==> config.mk <==
export PLATFORM = sky130hd
export DESIGN_NAME = bbg_gates
export DESIGN_NICKNAME = d
export VERILOG_FILES = /design/src/hw/bbg_pkg.sv /design/src/hw/bbg_edge_if.sv /design/src/hw/bbg_edge_stage.sv /design/src/hw/bbg_gates.sv
export SDC_FILE = /design/constraint.sdc
export NUM_CORES = 1
export LEC_CHECK = 0
export BUFFER_PORTS_ARGS = -buffer_cell sky130_fd_sc_hd__buf_4
export CORE_MARGIN = 3
export CORE_UTILIZATION = 44
export CTS_BUF_LIST = sky130_fd_sc_hd__clkbuf_16
export DETAILED_ROUTE_END_ITERATION = 8
export GPL_TIMING_DRIVEN = 0
export PLACE_DENSITY = 0.91
export REMOVE_ABC_BUFFERS = 1
export SETUP_SLACK_MARGIN = 0.2
export SKIP_CTS_REPAIR_TIMING = 1
export SLEW_MARGIN = 10
export SYNTH_ARGS = -nofsm -noshare
export SYNTH_HDL_FRONTEND = slang
export SYNTH_SLANG_ARGS = --single-unit
export TNS_END_PERCENT = 100
==> constraint.sdc <==
create_clock -name clk_i -period 1.3 [get_ports clk_i]
set_input_delay 0.26 -clock clk_i [delete_from_list [all_inputs] [get_ports clk_i]]
set_output_delay 0.26 -clock clk_i [all_outputs]
set_load 0.005 [all_outputs]
==> src/hw/bbg_pkg.sv <==
`default_nettype none
package bbg_pkg;
    // width of the multi-input gates
    localparam int unsigned BBG_WIDE_N    = 4;
    // width of the exclusive-or gate
    localparam int unsigned BBG_XOR_N     = 2;
    // levels taken by unconnected inputs
    localparam logic        BBG_AND_UNUSED = 1'b1;
    localparam logic        BBG_OR_UNUSED  = 1'b0;
    // reset value of the previous-cycle input store: all high, so no false AND edge from reset; NAND pulses if inputs start not all high
    localparam logic [BBG_WIDE_N-1:0] BBG_PREV_RST = 4'hF;
endpackage
`default_nettype wire

==> src/hw/bbg_edge_if.sv <==
`timescale 1ns/1ps
`default_nettype none
// carries the conditioned conjunction inputs into the edge stage and its pulses back
interface bbg_edge_if;
    import bbg_pkg::*;
    logic [BBG_WIDE_N-1:0] and_in;
    logic [BBG_WIDE_N-1:0] nand_in;
    logic                  and_pulse;
    logic                  nand_pulse;
    modport core (output and_in, output nand_in, input and_pulse, input nand_pulse);
    modport edge_stage (input and_in, input nand_in, output and_pulse, output nand_pulse);
endinterface
`default_nettype wire

==> src/hw/bbg_edge_stage.sv <==
`timescale 1ns/1ps
`default_nettype none
module bbg_edge_stage
    import bbg_pkg::*;
(
    input  wire logic     clk_i,
    input  wire logic     rst_n_i,
    input  wire logic     ce_i,
    bbg_edge_if.edge_stage e
);
    logic [BBG_WIDE_N-1:0] and_prev_reg,  and_prev_next;
    logic [BBG_WIDE_N-1:0] nand_prev_reg, nand_prev_next;
    logic                  and_q_reg,     and_q_next;
    logic                  nand_q_reg,    nand_q_next;

    // pulses fire on the transition into / out of the all-high state
    always_comb begin
        and_prev_next  = e.and_in;
        nand_prev_next = e.nand_in;
        and_q_next     = (&e.and_in) && !(&and_prev_reg);
        nand_q_next    = !(&e.nand_in) && (&nand_prev_reg);
    end

    // a new edge needs a low cycle in between, so a pulse never lasts two enabled cycles
    always_ff @(posedge clk_i or negedge rst_n_i) begin
        if (!rst_n_i) begin
            and_prev_reg  <= BBG_PREV_RST;
            nand_prev_reg <= BBG_PREV_RST;
            and_q_reg     <= 1'b0;
            nand_q_reg    <= 1'b0;
        end else if (ce_i) begin
            and_prev_reg  <= and_prev_next;
            nand_prev_reg <= nand_prev_next;
            and_q_reg     <= and_q_next;
            nand_q_reg    <= nand_q_next;
        end
    end

    assign e.and_pulse  = and_q_reg;
    assign e.nand_pulse = nand_q_reg;
endmodule
`default_nettype wire

==> src/hw/bbg_gates.sv <==
// Summary of operation
// - AND output high only when all high
// - edge AND fires when all high, was not
// - edge AND pulse one enabled cycle, then low
// - unused AND/NAND inputs read as high
// - NAND output low only when all high
// - edge NAND pulse one enabled cycle, then low
// - OR output high when any input high
// - unused OR/NOR/XOR inputs read as low
// - NOR output high only when all low
// - XOR output high when inputs differ
// - NOT outputs complement of its input
// - per-input optional inversion on every gate
`timescale 1ns/1ps
`default_nettype none
module bbg_gates
    import bbg_pkg::*;
(
    input  wire logic                  clk_i,
    input  wire logic                  reset_n_i,
    input  wire logic                  ce_i,
    input  wire logic [BBG_WIDE_N-1:0] and_in_i,
    input  wire logic [BBG_WIDE_N-1:0] and_used_i,
    input  wire logic [BBG_WIDE_N-1:0] and_inv_i,
    input  wire logic [BBG_WIDE_N-1:0] nand_in_i,
    input  wire logic [BBG_WIDE_N-1:0] nand_used_i,
    input  wire logic [BBG_WIDE_N-1:0] nand_inv_i,
    input  wire logic [BBG_WIDE_N-1:0] or_in_i,
    input  wire logic [BBG_WIDE_N-1:0] or_used_i,
    input  wire logic [BBG_WIDE_N-1:0] or_inv_i,
    input  wire logic [BBG_WIDE_N-1:0] nor_in_i,
    input  wire logic [BBG_WIDE_N-1:0] nor_used_i,
    input  wire logic [BBG_WIDE_N-1:0] nor_inv_i,
    input  wire logic [BBG_XOR_N-1:0]  xor_in_i,
    input  wire logic [BBG_XOR_N-1:0]  xor_used_i,
    input  wire logic [BBG_XOR_N-1:0]  xor_inv_i,
    input  wire logic                  not_in_i,
    input  wire logic                  not_inv_i,
    output logic                       and_o,
    output logic                       and_edge_o,
    output logic                       nand_o,
    output logic                       nand_edge_o,
    output logic                       or_o,
    output logic                       nor_o,
    output logic                       xor_o,
    output logic                       not_o
);
    logic                  rst_meta_reg;
    logic                  rst_sync_reg;
    logic [BBG_WIDE_N-1:0] and_c, nand_c, or_c, nor_c;
    logic [BBG_XOR_N-1:0]  xor_c;
    logic                  not_c;
    logic                  and_reg,  and_next;
    logic                  nand_reg, nand_next;
    logic                  or_reg,   or_next;
    logic                  nor_reg,  nor_next;
    logic                  xor_reg,  xor_next;
    logic                  not_reg,  not_next;

    bbg_edge_if edge_bus ();

    // reset release passes two flops; assertion stays asynchronous
    always_ff @(posedge clk_i or negedge reset_n_i) begin
        if (!reset_n_i) begin
            rst_meta_reg <= 1'b0;
            rst_sync_reg <= 1'b0;
        end else begin
            rst_meta_reg <= 1'b1;
            rst_sync_reg <= rst_meta_reg;
        end
    end

    // inputs come from same-clock logic, so no synchroniser; per-bit default then inversion
    genvar gi;
    generate
        for (gi = 0; gi < BBG_WIDE_N; gi++) begin : g_wide
            assign and_c[gi]  = (and_used_i[gi]  ? and_in_i[gi]  : BBG_AND_UNUSED) ^ and_inv_i[gi];
            assign nand_c[gi] = (nand_used_i[gi] ? nand_in_i[gi] : BBG_AND_UNUSED) ^ nand_inv_i[gi];
            assign or_c[gi]   = (or_used_i[gi]   ? or_in_i[gi]   : BBG_OR_UNUSED)  ^ or_inv_i[gi];
            assign nor_c[gi]  = (nor_used_i[gi]  ? nor_in_i[gi]  : BBG_OR_UNUSED)  ^ nor_inv_i[gi];
        end
        for (gi = 0; gi < BBG_XOR_N; gi++) begin : g_xor
            assign xor_c[gi] = (xor_used_i[gi] ? xor_in_i[gi] : BBG_OR_UNUSED) ^ xor_inv_i[gi];
        end
    endgenerate
    assign not_c = not_in_i ^ not_inv_i;

    // inverted-unused inputs flip too; that matches an inverted constant input
    assign edge_bus.and_in  = and_c;
    assign edge_bus.nand_in = nand_c;

    // gate evaluation, once per program cycle
    always_comb begin
        and_next  = &and_c;
        nand_next = ~&nand_c;
        or_next   = |or_c;
        nor_next  = ~|nor_c;
        xor_next  = ^xor_c;
        not_next  = ~not_c;
    end

    // registered outputs: one cycle of latency, same as the edge pulses
    always_ff @(posedge clk_i or negedge rst_sync_reg) begin
        if (!rst_sync_reg) begin
            and_reg  <= 1'b0;
            nand_reg <= 1'b0;
            or_reg   <= 1'b0;
            nor_reg  <= 1'b0;
            xor_reg  <= 1'b0;
            not_reg  <= 1'b0;
        end else if (ce_i) begin
            and_reg  <= and_next;
            nand_reg <= nand_next;
            or_reg   <= or_next;
            nor_reg  <= nor_next;
            xor_reg  <= xor_next;
            not_reg  <= not_next;
        end
    end

    bbg_edge_stage u_edge (
        .clk_i   (clk_i),
        .rst_n_i (rst_sync_reg),
        .ce_i    (ce_i),
        .e       (edge_bus.edge_stage)
    );

    assign and_o       = and_reg;
    assign nand_o      = nand_reg;
    assign or_o        = or_reg;
    assign nor_o       = nor_reg;
    assign xor_o       = xor_reg;
    assign not_o       = not_reg;
    assign and_edge_o  = edge_bus.and_pulse;
    assign nand_edge_o = edge_bus.nand_pulse;
endmodule
`default_nettype wire

**After elaboration in Yosys (flattened, before gate mapping)**

Index checks and enable logic that the tools add are counted.

- Mux-type cells: 18
- Bitwise logic cells: 20
- Reductions and logical operators: 12

Operators by type and width:

| kind | number |
|---|---|
| 1-bit bitwise XOR | 19 |
| 1-bit 2-to-1 mux | 18 |
| 4-bit AND reduction | 4 |
| 4-bit OR reduction | 2 |
| 1-bit logical NOT | 3 |
| 1-bit logical AND | 2 |
| 2-bit parity | 1 |
| 1-bit inverter | 1 |

- Register bits: 18
- Input port bits: 59
- Output and inout bits: 8
- Logic and storage cells: 62

**Longest topological paths before layout**

Gate-level depths: netlist of run 1.

- Depth after elaboration: 5
- Gate-level depth with buffers: 5
- Mapped depth without buffers: 4

**By module**

A second synthesis of run 1 with hierarchy kept.

- Cells, all modules: 90
- Area total of the unflattened synthesis: 1007.2 um^2

Modules (own cells, without submodules):

| module | times used | cells each | area an instance (um^2) | sequential area each (um^2) |
|---|---|---|---|---|
| bbg_gates | 1 | 62 | 564.3 | 200.2 |
| bbg_edge_stage | 1 | 28 | 442.9 | 260.2 |

**Least setup slack after synthesis of run 1**

No wires, ideal clock.

- Path type: input -> register
- From: input port ce_i
- To: register nor_reg (netlist: nor_o)
- Library setup time: 0.125 ns
- Arrival: 0.877 ns
- Required time: 1.175 ns
- Path slack: 0.299 ns
- Cell stages on the path: 3
- Path buffers: 2
- Path through: buf_4 buf_4 mux2_2

RTL lines:

| item | line | source |
|---|---|---|
| start, declared | bbg_gates.sv:21 | `input wire logic ce_i,` |
| end signal, assigned | bbg_gates.sv:115 | `nor_reg <= nor_next;` |
| end, declared | bbg_gates.sv:56 | `logic nor_reg, nor_next;` |

No word-level cell between the ends.

**Worst setup path in the final report of run 1**

- From: register not_reg (netlist: not_o)
- To: output port not_o

RTL lines:

| item | line | source |
|---|---|---|
| start, declared | bbg_gates.sv:58 | `logic not_reg, not_next;` |
| start signal, assigned | bbg_gates.sv:117 | `not_reg <= not_next;` |
| end, declared | bbg_gates.sv:46 | `output logic not_o` |

No word-level cell between the ends.

==> results of run 1 <==
synth_stat cells:
master | n | area (um^2)
nor2b_2 | 2 | 17.5
o2bb2ai_1 | 1 | 8.76
o31ai_2 | 1 | 12.5
buf_4 | 2 | 15.0
conb_1 | 1 | 3.75
nand2b_1 | 1 | 6.26
nand4_1 | 2 | 12.5
o21ai_0 | 1 | 5.00
inv_1 | 2 | 7.51
dfrtp_1 | 10 | 250
a21oi_1 | 3 | 15.0
dfstp_2 | 8 | 210
xnor2_1 | 19 | 166
a21o_1 | 1 | 7.51
nand2_1 | 12 | 45.0
mux2_2 | 9 | 101
mux2i_1 | 1 | 10.0
and4_1 | 1 | 8.76
nor2b_4 | 1 | 13.8
and4_4 | 1 | 11.3
nor4_1 | 2 | 12.5
nor2_1 | 3 | 11.3
nor2b_1 | 5 | 31.3
worst max-delay path by stage:
stage,startpoint,endpoint,slack (ps),depth (start not counted)
after floorplan,nand_used_i[3],u_edge.e.nand_pulse$_DFFE_PN0P_,330,4
after global placement,nand_used_i[0],nand_o$_DFFE_PN0P_,160,5
after detailed placement,nand_used_i[0],nand_o$_DFFE_PN0P_,130,5
after CTS,not_o$_DFFE_PN0P_,not_o,270,1
after global routing,not_o$_DFFE_PN0P_,not_o,230,1
final,not_o$_DFFE_PN0P_,not_o,270,1
placed cells by master, fill, tap and decap left out, types with 2 or more instances in the layout:
| cell type | n |
|---|---|
| dfrtp_1 | 10 |
| nor4_1 | 2 |
| nor2_1 | 3 |
| nor2b_1 | 5 |
| inv_1 | 2 |
| nor2b_2 | 2 |
| a21oi_1 | 3 |
| mux2_2 | 9 |
| xnor2_1 | 19 |
| nand2_1 | 12 |
| dfstp_2 | 8 |
| clkbuf_16 | 3 |
| buf_4 | 66 |
| nand4_1 | 2 |
routing by layer:
metal	global-route usage	vias to the layer above
met1	0.177	398
li1	-	434
met3	0.0451	2
met4	0.0766	0
met5	0	-
met2	0.302	45
through the flow:
| step | setup slack, ps | total power, W |
|---|---|---|
| 6_report | 270 | 0.00163 |
| 4_1_cts | 268 | 0.00166 |
| 5_1_grt | 233 | 0.00173 |
| 2_1_floorplan | 326 | 0.000840 |
| 3_5_place_dp | 131 | 0.00105 |
| 3_3_place_gp | 164 | 0.00103 |
final cells by class:
cell class / count / area (um^2)
clock buffer: 3 / 75.1
fill: 132 / 459
inverter: 2 / 7.51
multi-input combinational: 67 / 500
sequential: 18 / 460
tap: 27 / 33.8
timing repair buffer: 67 / 505
cells by family (layout without fill, tap and decap cells):
logic type                Yosys count  count (layout)  share of synthesized area
other                               1               1                    0.00381
buffers and inverters               4              72                     0.0229
xor gates and xnor gates           19              19                      0.169
muxes                              10              10                      0.113
AOI/OAI and AO/OA                   7               7                     0.0496
DFF                                18              18                      0.468
and+or+nand+nor                    30              30                      0.173
power by group through the flow:
stage | registers [W] | clock network [W] | logic [W]
6_report | 0.000691 | 0.000590 | 0.000354
5_1_grt | 0.000700 | 0.000639 | 0.000387
4_1_cts | 0.000692 | 0.000609 | 0.000357
3_5_place_dp | 0.000697 | 0 | 0.000353
3_3_place_gp | 0.000693 | 0 | 0.000342
2_1_floorplan | 0.000689 | 0 | 0.000151
==> run_results.csv, run 1 <==
group,metric,value,unit
sta,tightestPinTransition,621,ps
status,status,"finished, final reports clean",
global_route,grt_pass1_vias,869,
critical_path,cp.required,1040,ps
sta,min_period,1030,ps
layout,final_design_area_no_fill,1580,um^2
power_and_ir_drop,powerDensity,1030,nW/um^2
critical_path,timing.rr.start,"u_edge.nand_prev_reg[0]$_DFFE_PN1P_",
place,gp_congestion,0.696,
floorplan,fp.dieH,53.3,um
power_and_ir_drop,peakVddDrop,803,uV
layout,utilization,0.775,
sta,slew_headroom,0.586,
clock_network,cts_buffer_depth,2,
critical_path,cpPeakStageDelay,390,ps
critical_path,r2r-end,"u_edge.e.nand_pulse$_DFFE_PN0P_",
sta,clock_skew,1.99,ps
detailed_routing,routed-wl-met3,216,um
clock_network,clock_sinks,18,
floorplan,pin_count,67,
clock_network,numCtsBuffers,3,
floorplan,die_w,53.3,um
power_and_ir_drop,pwr-share-comb,0.217,
power_and_ir_drop,p_leak,0.738,nW
critical_path,end_kind,"output port",
synth,netlist_area,983,um^2
place,place_area,1500,um^2
detailed_routing,m1WireLength,830,um
global_route,grt_overflow,0,
sta,period_share,0.792,
layout,layout.nets,218,
detailed_routing,drc,0,
min_path,min_path_type,"flip-flop to asynchronous set/reset pin",
detailed_routing,drt_first_pass_iters,1,
global_route,antenna_found_initial,0,
floorplan,row_count,16,
critical_path,critPathBufInv,1,
clock_network,htreeDepth,1,
sta,setup_viol_count_final,0,
power_and_ir_drop,p_sw_frac,0.209,
sta,finalSetupTns,0,ps
critical_path,start_kind,"flip-flop",
detailed_routing,routed-wl-met2,1110,um
critical_path,crit_type,"flip-flop to output port",
layout,drive_gt1_frac,0.580,
synth,ys_types,23,
global_route,grt_max_degree,20,
critical_path,crit_chain,"buf_4",
sta,hold_viol,0,
sta,slew_violations,0,
detailed_routing,ant_nets,0,
critical_path,reg2reg_slack,410,ps
place,dp.cells,180,
layout,fin_cells,184,
sta,whs,256,ps
detailed_routing,routed.top_layer,"met4",
critical_path,crit_path_top_delay_cell,"dfrtp_1",
critical_path,worst-path-max-fanout,2,
layout,antenna_cells,0,
critical_path,reg2reg_depth,2,
synth,syn_area_per_cell,11.0,um^2
synth,ys_ff_latch,18,
place,hpwl,1700,um
power_and_ir_drop,power_frac_clock,0.361,
layout,area_delta_synth_final,60.9,%
job,max-cap-violations,0,
power_and_ir_drop,seqPwrFrac,0.423,
floorplan,initial_core_util,0.482,
critical_path,critPathTopFamily,"flip-flops",
clock_network,clk_pin_slew,50,ps
global_route,grt_pass1_wl,3370,um
synth,yosysSeqAreaShare,0.468,
detailed_routing,drtIter0Drc,0,
clock_network,cts_tree,"yes",
floorplan,die_area,2840,um^2
sta,grt_setup_unrepaired,"no",
detailed_routing,totalWireLength,2170,um
synth,yosys_warnings,0,
critical_path,crit_arrival,770,ps
power_and_ir_drop,p_int,0.00129,W
detailed_routing,num_vias,879,
clock_network,clk_latency,240,ps
floorplan,core_area,2040,um^2
synth,netlist_instances,89,
place,port_buffers,66,
detailed_routing,wl_per_cell,11.8,um
clock_network,clock-root-buffer,"clkbuf_16",
detailed_routing,via_per_inst,4.78,
global_route,track_usage,0.167,
power_and_ir_drop,switchingPower,0.000341,W
sta,achievable-frequency,971,MHz
(Power assumes the default switching activity.)
==> inputs of run 2 (changes only) <==
Settings changed: CORE_UTILIZATION 44 to 37, PLACE_DENSITY 0.91 to 0.83.
Clock period 1.3 ns to 0.9 ns, I/O delays scaled along.
==> run_results.csv, run 2 (synthesized netlist as in run 1, its figures left out) <==
group,metric,value,unit
clock_network,numCtsBuffers,3,
clock_network,cts_tree,"yes",
sta,slew_violations,0,
floorplan,die_w,57.6,um
layout,layout.nets,223,
sta,grt_setup_unrepaired,"yes",
layout,antenna_cells,0,
layout,drive_gt1_frac,0.706,
status,violations,"setup timing",
place,place_area,1500,um^2
min_path,min_path_type,"flip-flop to asynchronous set/reset pin",
clock_network,clk_pin_slew,50,ps
layout,fill_cells,167,
sta,achievable-frequency,1060,MHz
global_route,track_usage,0.144,
floorplan,pin_count,67,
floorplan,die_area,3310,um^2
critical_path,end_kind,"output port",
critical_path,crit_type,"flip-flop to output port",
clock_network,clock-root-buffer,"clkbuf_16",
critical_path,critPathBufInv,1,
detailed_routing,routed.top_layer,"met4",
job,max-cap-violations,0,
detailed_routing,ant_nets,0,
sta,clock_skew,2.24,ps
critical_path,crit_chain,"buf_6",
floorplan,core_area,2500,um^2
critical_path,crit_arrival,760,ps
detailed_routing,drtIter0Drc,10,
floorplan,fp.dieH,57.6,um
sta,min_period,942,ps
critical_path,worst-path-max-fanout,2,
status,status,"finished with violations",
clock_network,cts_buffer_depth,2,
critical_path,cp.required,720,ps
critical_path,critPathTopFamily,"flip-flops",
clock_network,htreeDepth,1,
place,gp_congestion,0.601,
sta,hold_viol,0,
critical_path,start_kind,"flip-flop",
detailed_routing,routed-wl-met3,183,um
power_and_ir_drop,p_leak,0.900,nW
detailed_routing,totalWireLength,2790,um
global_route,grt_pass1_vias,980,
layout,area_delta_synth_final,89.8,%
detailed_routing,routed-wl-met2,1590,um
power_and_ir_drop,powerDensity,1370,nW/um^2
place,hpwl,1990,um
floorplan,row_count,18,
clock_network,clk_latency,240,ps
detailed_routing,m1WireLength,946,um
layout,final_design_area_no_fill,1870,um^2
place,dpl_worst_slack,-169,ps
detailed_routing,wl_per_cell,14.4,um
layout,fin_cells,193,
sta,period_share,1.05,
detailed_routing,num_vias,904,
layout,mostFrequentLayoutCells,"buf_4 (54), buf_6 (16), nand2_1 (11)",
detailed_routing,drt_first_pass_iters,4,
global_route,grt_max_degree,20,
global_route,grt_pass1_wl,3730,um
clock_network,clock_sinks,18,
power_and_ir_drop,peakVddDrop,1070,uV
detailed_routing,via_per_inst,4.68,
critical_path,crit_path_top_delay_cell,"dfrtp_1",
global_route,grt_overflow,0,
detailed_routing,drc,0,
sta,setup_viol_count_final,9,
global_route,antenna_found_initial,0,
place,port_buffers,66,
layout,final_common_cell,"buf_4",
floorplan,initial_core_util,0.393,
sta,worst_slack,-42.0,ps
place,dp.cells,183,
critical_path,cpPeakStageDelay,400,ps
==> run 2: where the power goes <==
part / switching [W] / internal (W)
Clock: 0.000275 / 0.000589
Sequential: 0.0000678 / 0.000939
Combinational: 0.000220 / 0.000475
Total: 0.000563 / 0.00200
==> run 2: area by class of cell <==
type	instances	area, um^2	share of cell area
Clock buffer	3	75.1	0.0402
Clock inverter	1	3.75	0.00201
Inverter	2	7.51	0.00402
Multi-Input combinational cell	67	666	0.357
Sequential cell	18	462	0.247
Tap cell	30	37.5	0.0201
Timing Repair Buffer	72	616	0.330
==> run 2: per-layer routing <==
layer / global-route usage / up-vias
li1: - / 442
met3: 0.0362 / 4
met4: 0.0596 / 0
met5: 0 / -
met1: 0.134 / 420
met2: 0.289 / 38
==> run 2: worst paths after layout <==
path,slack [ps],cells after the start,to,startpoint
min in group clk_i,180,2,nand_o$_DFFE_PN0P_,ce_i
setup reg to reg,-40,2,u_edge.e.nand_pulse$_DFFE_PN0P_,u_edge.nand_prev_reg[2]$_DFFE_PN1P_
setup / recovery,-40,1,nand_o,nand_o$_DFFE_PN0P_
max in group asynchronous,430,0,u_edge.and_prev_reg[3]$_DFFE_PN1P_,rst_sync_reg$_DFF_PN0_
hold reg to reg,170,0,not_o$_DFFE_PN0P_,rst_sync_reg$_DFF_PN0_
hold / removal,170,0,not_o$_DFFE_PN0P_,rst_sync_reg$_DFF_PN0_
==> run 2: worst register-to-register path: stages (launching register included) <==
cell	delay (ps)
dfstp_2	540
nand4_1	120
o31ai_2	190
==> run 2: metrics by stage <==
step / utilization / setup TNS [ps] / hold slack, ps / power [W]
detailed placement: 0.601 / -861 / -35.2 / 0.00152
finish: 0.747 / -296 / 171 / 0.00257
global placement: 0.601 / -604 / -37.2 / 0.00150
floorplan: - / 0 / -116 / 0.00121
CTS: 0.632 / -366 / -296 / 0.00240
global route: 0.747 / -506 / 195 / 0.00268
==> inputs of run 3 (changes only) <==
--- a/config.mk
+++ b/config.mk
@@ -6,11 +6,11 @@
 export NUM_CORES = 1
 export LEC_CHECK = 0
-export BUFFER_PORTS_ARGS = -buffer_cell sky130_fd_sc_hd__buf_4
 export CORE_MARGIN = 3
-export CORE_UTILIZATION = 37
+export CORE_UTILIZATION = 50
 export CTS_BUF_LIST = sky130_fd_sc_hd__clkbuf_16
 export DETAILED_ROUTE_END_ITERATION = 8
+export DONT_BUFFER_PORTS = 1
 export GPL_TIMING_DRIVEN = 0
-export PLACE_DENSITY = 0.83
+export PLACE_DENSITY = 0.78
 export REMOVE_ABC_BUFFERS = 1
 export SETUP_SLACK_MARGIN = 0.2
==> constraint.sdc (replaced) <==
create_clock -name clk_i -period 0.9 [get_ports clk_i]
set_input_delay 0.225 -clock clk_i [delete_from_list [all_inputs] [get_ports clk_i]]
set_output_delay 0.225 -clock clk_i [all_outputs]
set_load 0.005 [all_outputs]
==> run_results.csv, run 3 (synthesized netlist as in run 1, its figures left out) <==
group,metric,value,unit
clock_network,cts_tree,"yes",
power_and_ir_drop,powerDensity,1860,nW/um^2
clock_network,clk_latency,250,ps
detailed_routing,wl_per_cell,15.6,um
layout,antenna_cells,0,
layout,layout.nets,152,
min_path,hold_path_end,"nand_o$_DFFE_PN0P_",
critical_path,end_kind,"flip-flop",
global_route,grt_overflow,0,
critical_path,r2r-end,"u_edge.e.nand_pulse$_DFFE_PN0P_",
power_and_ir_drop,switchingPower,0.000454,W
detailed_routing,drt_first_pass_iters,2,
floorplan,pin_count,67,
global_route,grt_pass1_vias,659,
sta,min_period,896,ps
critical_path,reg2reg_slack,4,ps
power_and_ir_drop,seqPwrFrac,0.461,
layout,mostFrequentLayoutCells,"xnor2_1 (15), nand2_1 (12), dfrtp_1 (9)",
layout,fill_cells,138,
global_route,grt_pass1_wl,2570,um
clock_network,htreeDepth,1,
detailed_routing,drtIter0Drc,1,
critical_path,crit_type,"flip-flop to flip-flop",
global_route,grt_max_degree,20,
detailed_routing,ant_nets,0,
power_and_ir_drop,pwr-share-comb,0.135,
floorplan,row_count,15,
critical_path,start_kind,"flip-flop",
global_route,antenna_found_initial,0,
place,dpl_worst_slack,-97.7,ps
detailed_routing,num_vias,634,
clock_network,numCtsBuffers,3,
power_and_ir_drop,power_frac_clock,0.404,
status,status,"finished, final reports clean",
layout,area_delta_synth_final,19.5,%
power_and_ir_drop,p_leak,0.485,nW
min_path,min_path_type,"primary input to flip-flop",
detailed_routing,totalWireLength,1830,um
place,gp_congestion,0.682,
layout,seqCellArea,462,um^2
clock_network,cts_buffer_depth,2,
critical_path,timing.rr.start,"u_edge.nand_prev_reg[2]$_DFFE_PN1P_",
floorplan,die_area,2540,um^2
sta,clock_skew,0.813,ps
floorplan,core_area,1780,um^2
layout,final_common_cell,"xnor2_1",
floorplan,initial_core_util,0.552,
min_path,hp-start,"ce_i",
sta,grt_setup_unrepaired,"yes",
detailed_routing,drc,0,
global_route,track_usage,0.133,
critical_path,crit_arrival,1060,ps
detailed_routing,via_per_inst,5.42,
power_and_ir_drop,peakVddDrop,1160,uV
place,port_buffers,0,
layout,multi_input_area,586,um^2
sta,slew_violations,0,
critical_path,cp.required,1060,ps
job,max-cap-violations,0,
sta,period_share,0.996,
place,place_area,1000,um^2
sta,hold_viol,0,
sta,setup_viol_count_final,0,
floorplan,die_w,50.4,um
clock_network,clock-root-buffer,"clkbuf_16",
power_and_ir_drop,p_int,0.00173,W
layout,drive_gt1_frac,0.370,
critical_path,reg2reg_depth,2,
layout,final_design_area_no_fill,1170,um^2
critical_path,worst-path-max-fanout,2,
sta,achievable-frequency,1120,MHz
min_path,hold_depth,1,
sta,worst_slack,3.77,ps
power_and_ir_drop,p_sw_frac,0.208,
place,hpwl,1500,um
clock_network,clock_sinks,18,
clock_network,clk_pin_slew,50,ps
floorplan,fp.dieH,50.4,um
[run 3: cell types whose count changed in the layout (fill, tap and decap cells not counted), moves of 2 or more]
| cell | change |
|---|---|
| buf_4 | -54 |
| buf_6 | -16 |
| nor2b_1 | +3 |
| nor2b_4 | -2 |
| xnor2_1 | +6 |
| xnor2_2 | -5 |
[run 3: how the worst max path moves through the flow]
stage / start / endpoint / slack [ps]
global placement: nand_used_i[0] / u_edge.e.nand_pulse$_DFFE_PN0P_ / -80
finish: u_edge.nand_prev_reg[2]$_DFFE_PN1P_ / u_edge.e.nand_pulse$_DFFE_PN0P_ / 4
CTS: u_edge.nand_prev_reg[2]$_DFFE_PN1P_ / u_edge.e.nand_pulse$_DFFE_PN0P_ / -3
detailed placement: nand_used_i[0] / nand_o$_DFFE_PN0P_ / -100
floorplan: nand_used_i[3] / u_edge.e.nand_pulse$_DFFE_PN0P_ / -40
global route: u_edge.nand_prev_reg[3]$_DFFE_PN1P_ / u_edge.e.nand_pulse$_DFFE_PN0P_ / -20
[run 3: per-stage QoR]
step | hold slack (ps) | power, W | TNS [ps] | instances | utilization
3_5_place_dp | -70.5 | 0.00126 | -380 | 112 | 0.561
5_1_grt | 45.0 | 0.00227 | -19.2 | 117 | 0.659
3_3_place_gp | -70.5 | 0.00124 | -286 | 112 | 0.561
4_1_cts | -334 | 0.00215 | -3.49 | 116 | 0.605
6_report | 48.8 | 0.00218 | 0 | 117 | 0.659
2_1_floorplan | -70.6 | 0.00121 | -59.9 | 87 | -
[run 3: power groups by stage]
stage,Combinational [W],Sequential (W),Clock [W]
4_1_cts,0.000242,0.00101,0.000895
5_1_grt,0.000321,0.00102,0.000932
3_5_place_dp,0.000241,0.00102,0
6_report,0.000295,0.00101,0.000881
3_3_place_gp,0.000231,0.00101,0
2_1_floorplan,0.000218,0.000995,0
[run 3: critical path, cell delays in order, from the launching register on]
cell and delay (ps):
dfstp_2 520, nand4_1 110, o31ai_2 180
[run 3: layout make-up]
class	instances	share of cell area
Clock buffer	3	0.0639
Clock inverter	1	0.00319
Inverter	2	0.00639
Multi-Input combinational cell	67	0.498
Sequential cell	18	0.393
Tap cell	25	0.0266
Timing Repair Buffer	1	0.00852
[run 3: metal layers]
layer	share of wire	wire, um	global-route usage	vias up
met3	0.090	164	0.0534	2
met4	0.0044	8	0.0404	0
li1	-	-	-	298
met2	0.56	1030	0.250	28
met5	0	0	0	-
met1	0.34	629	0.133	306
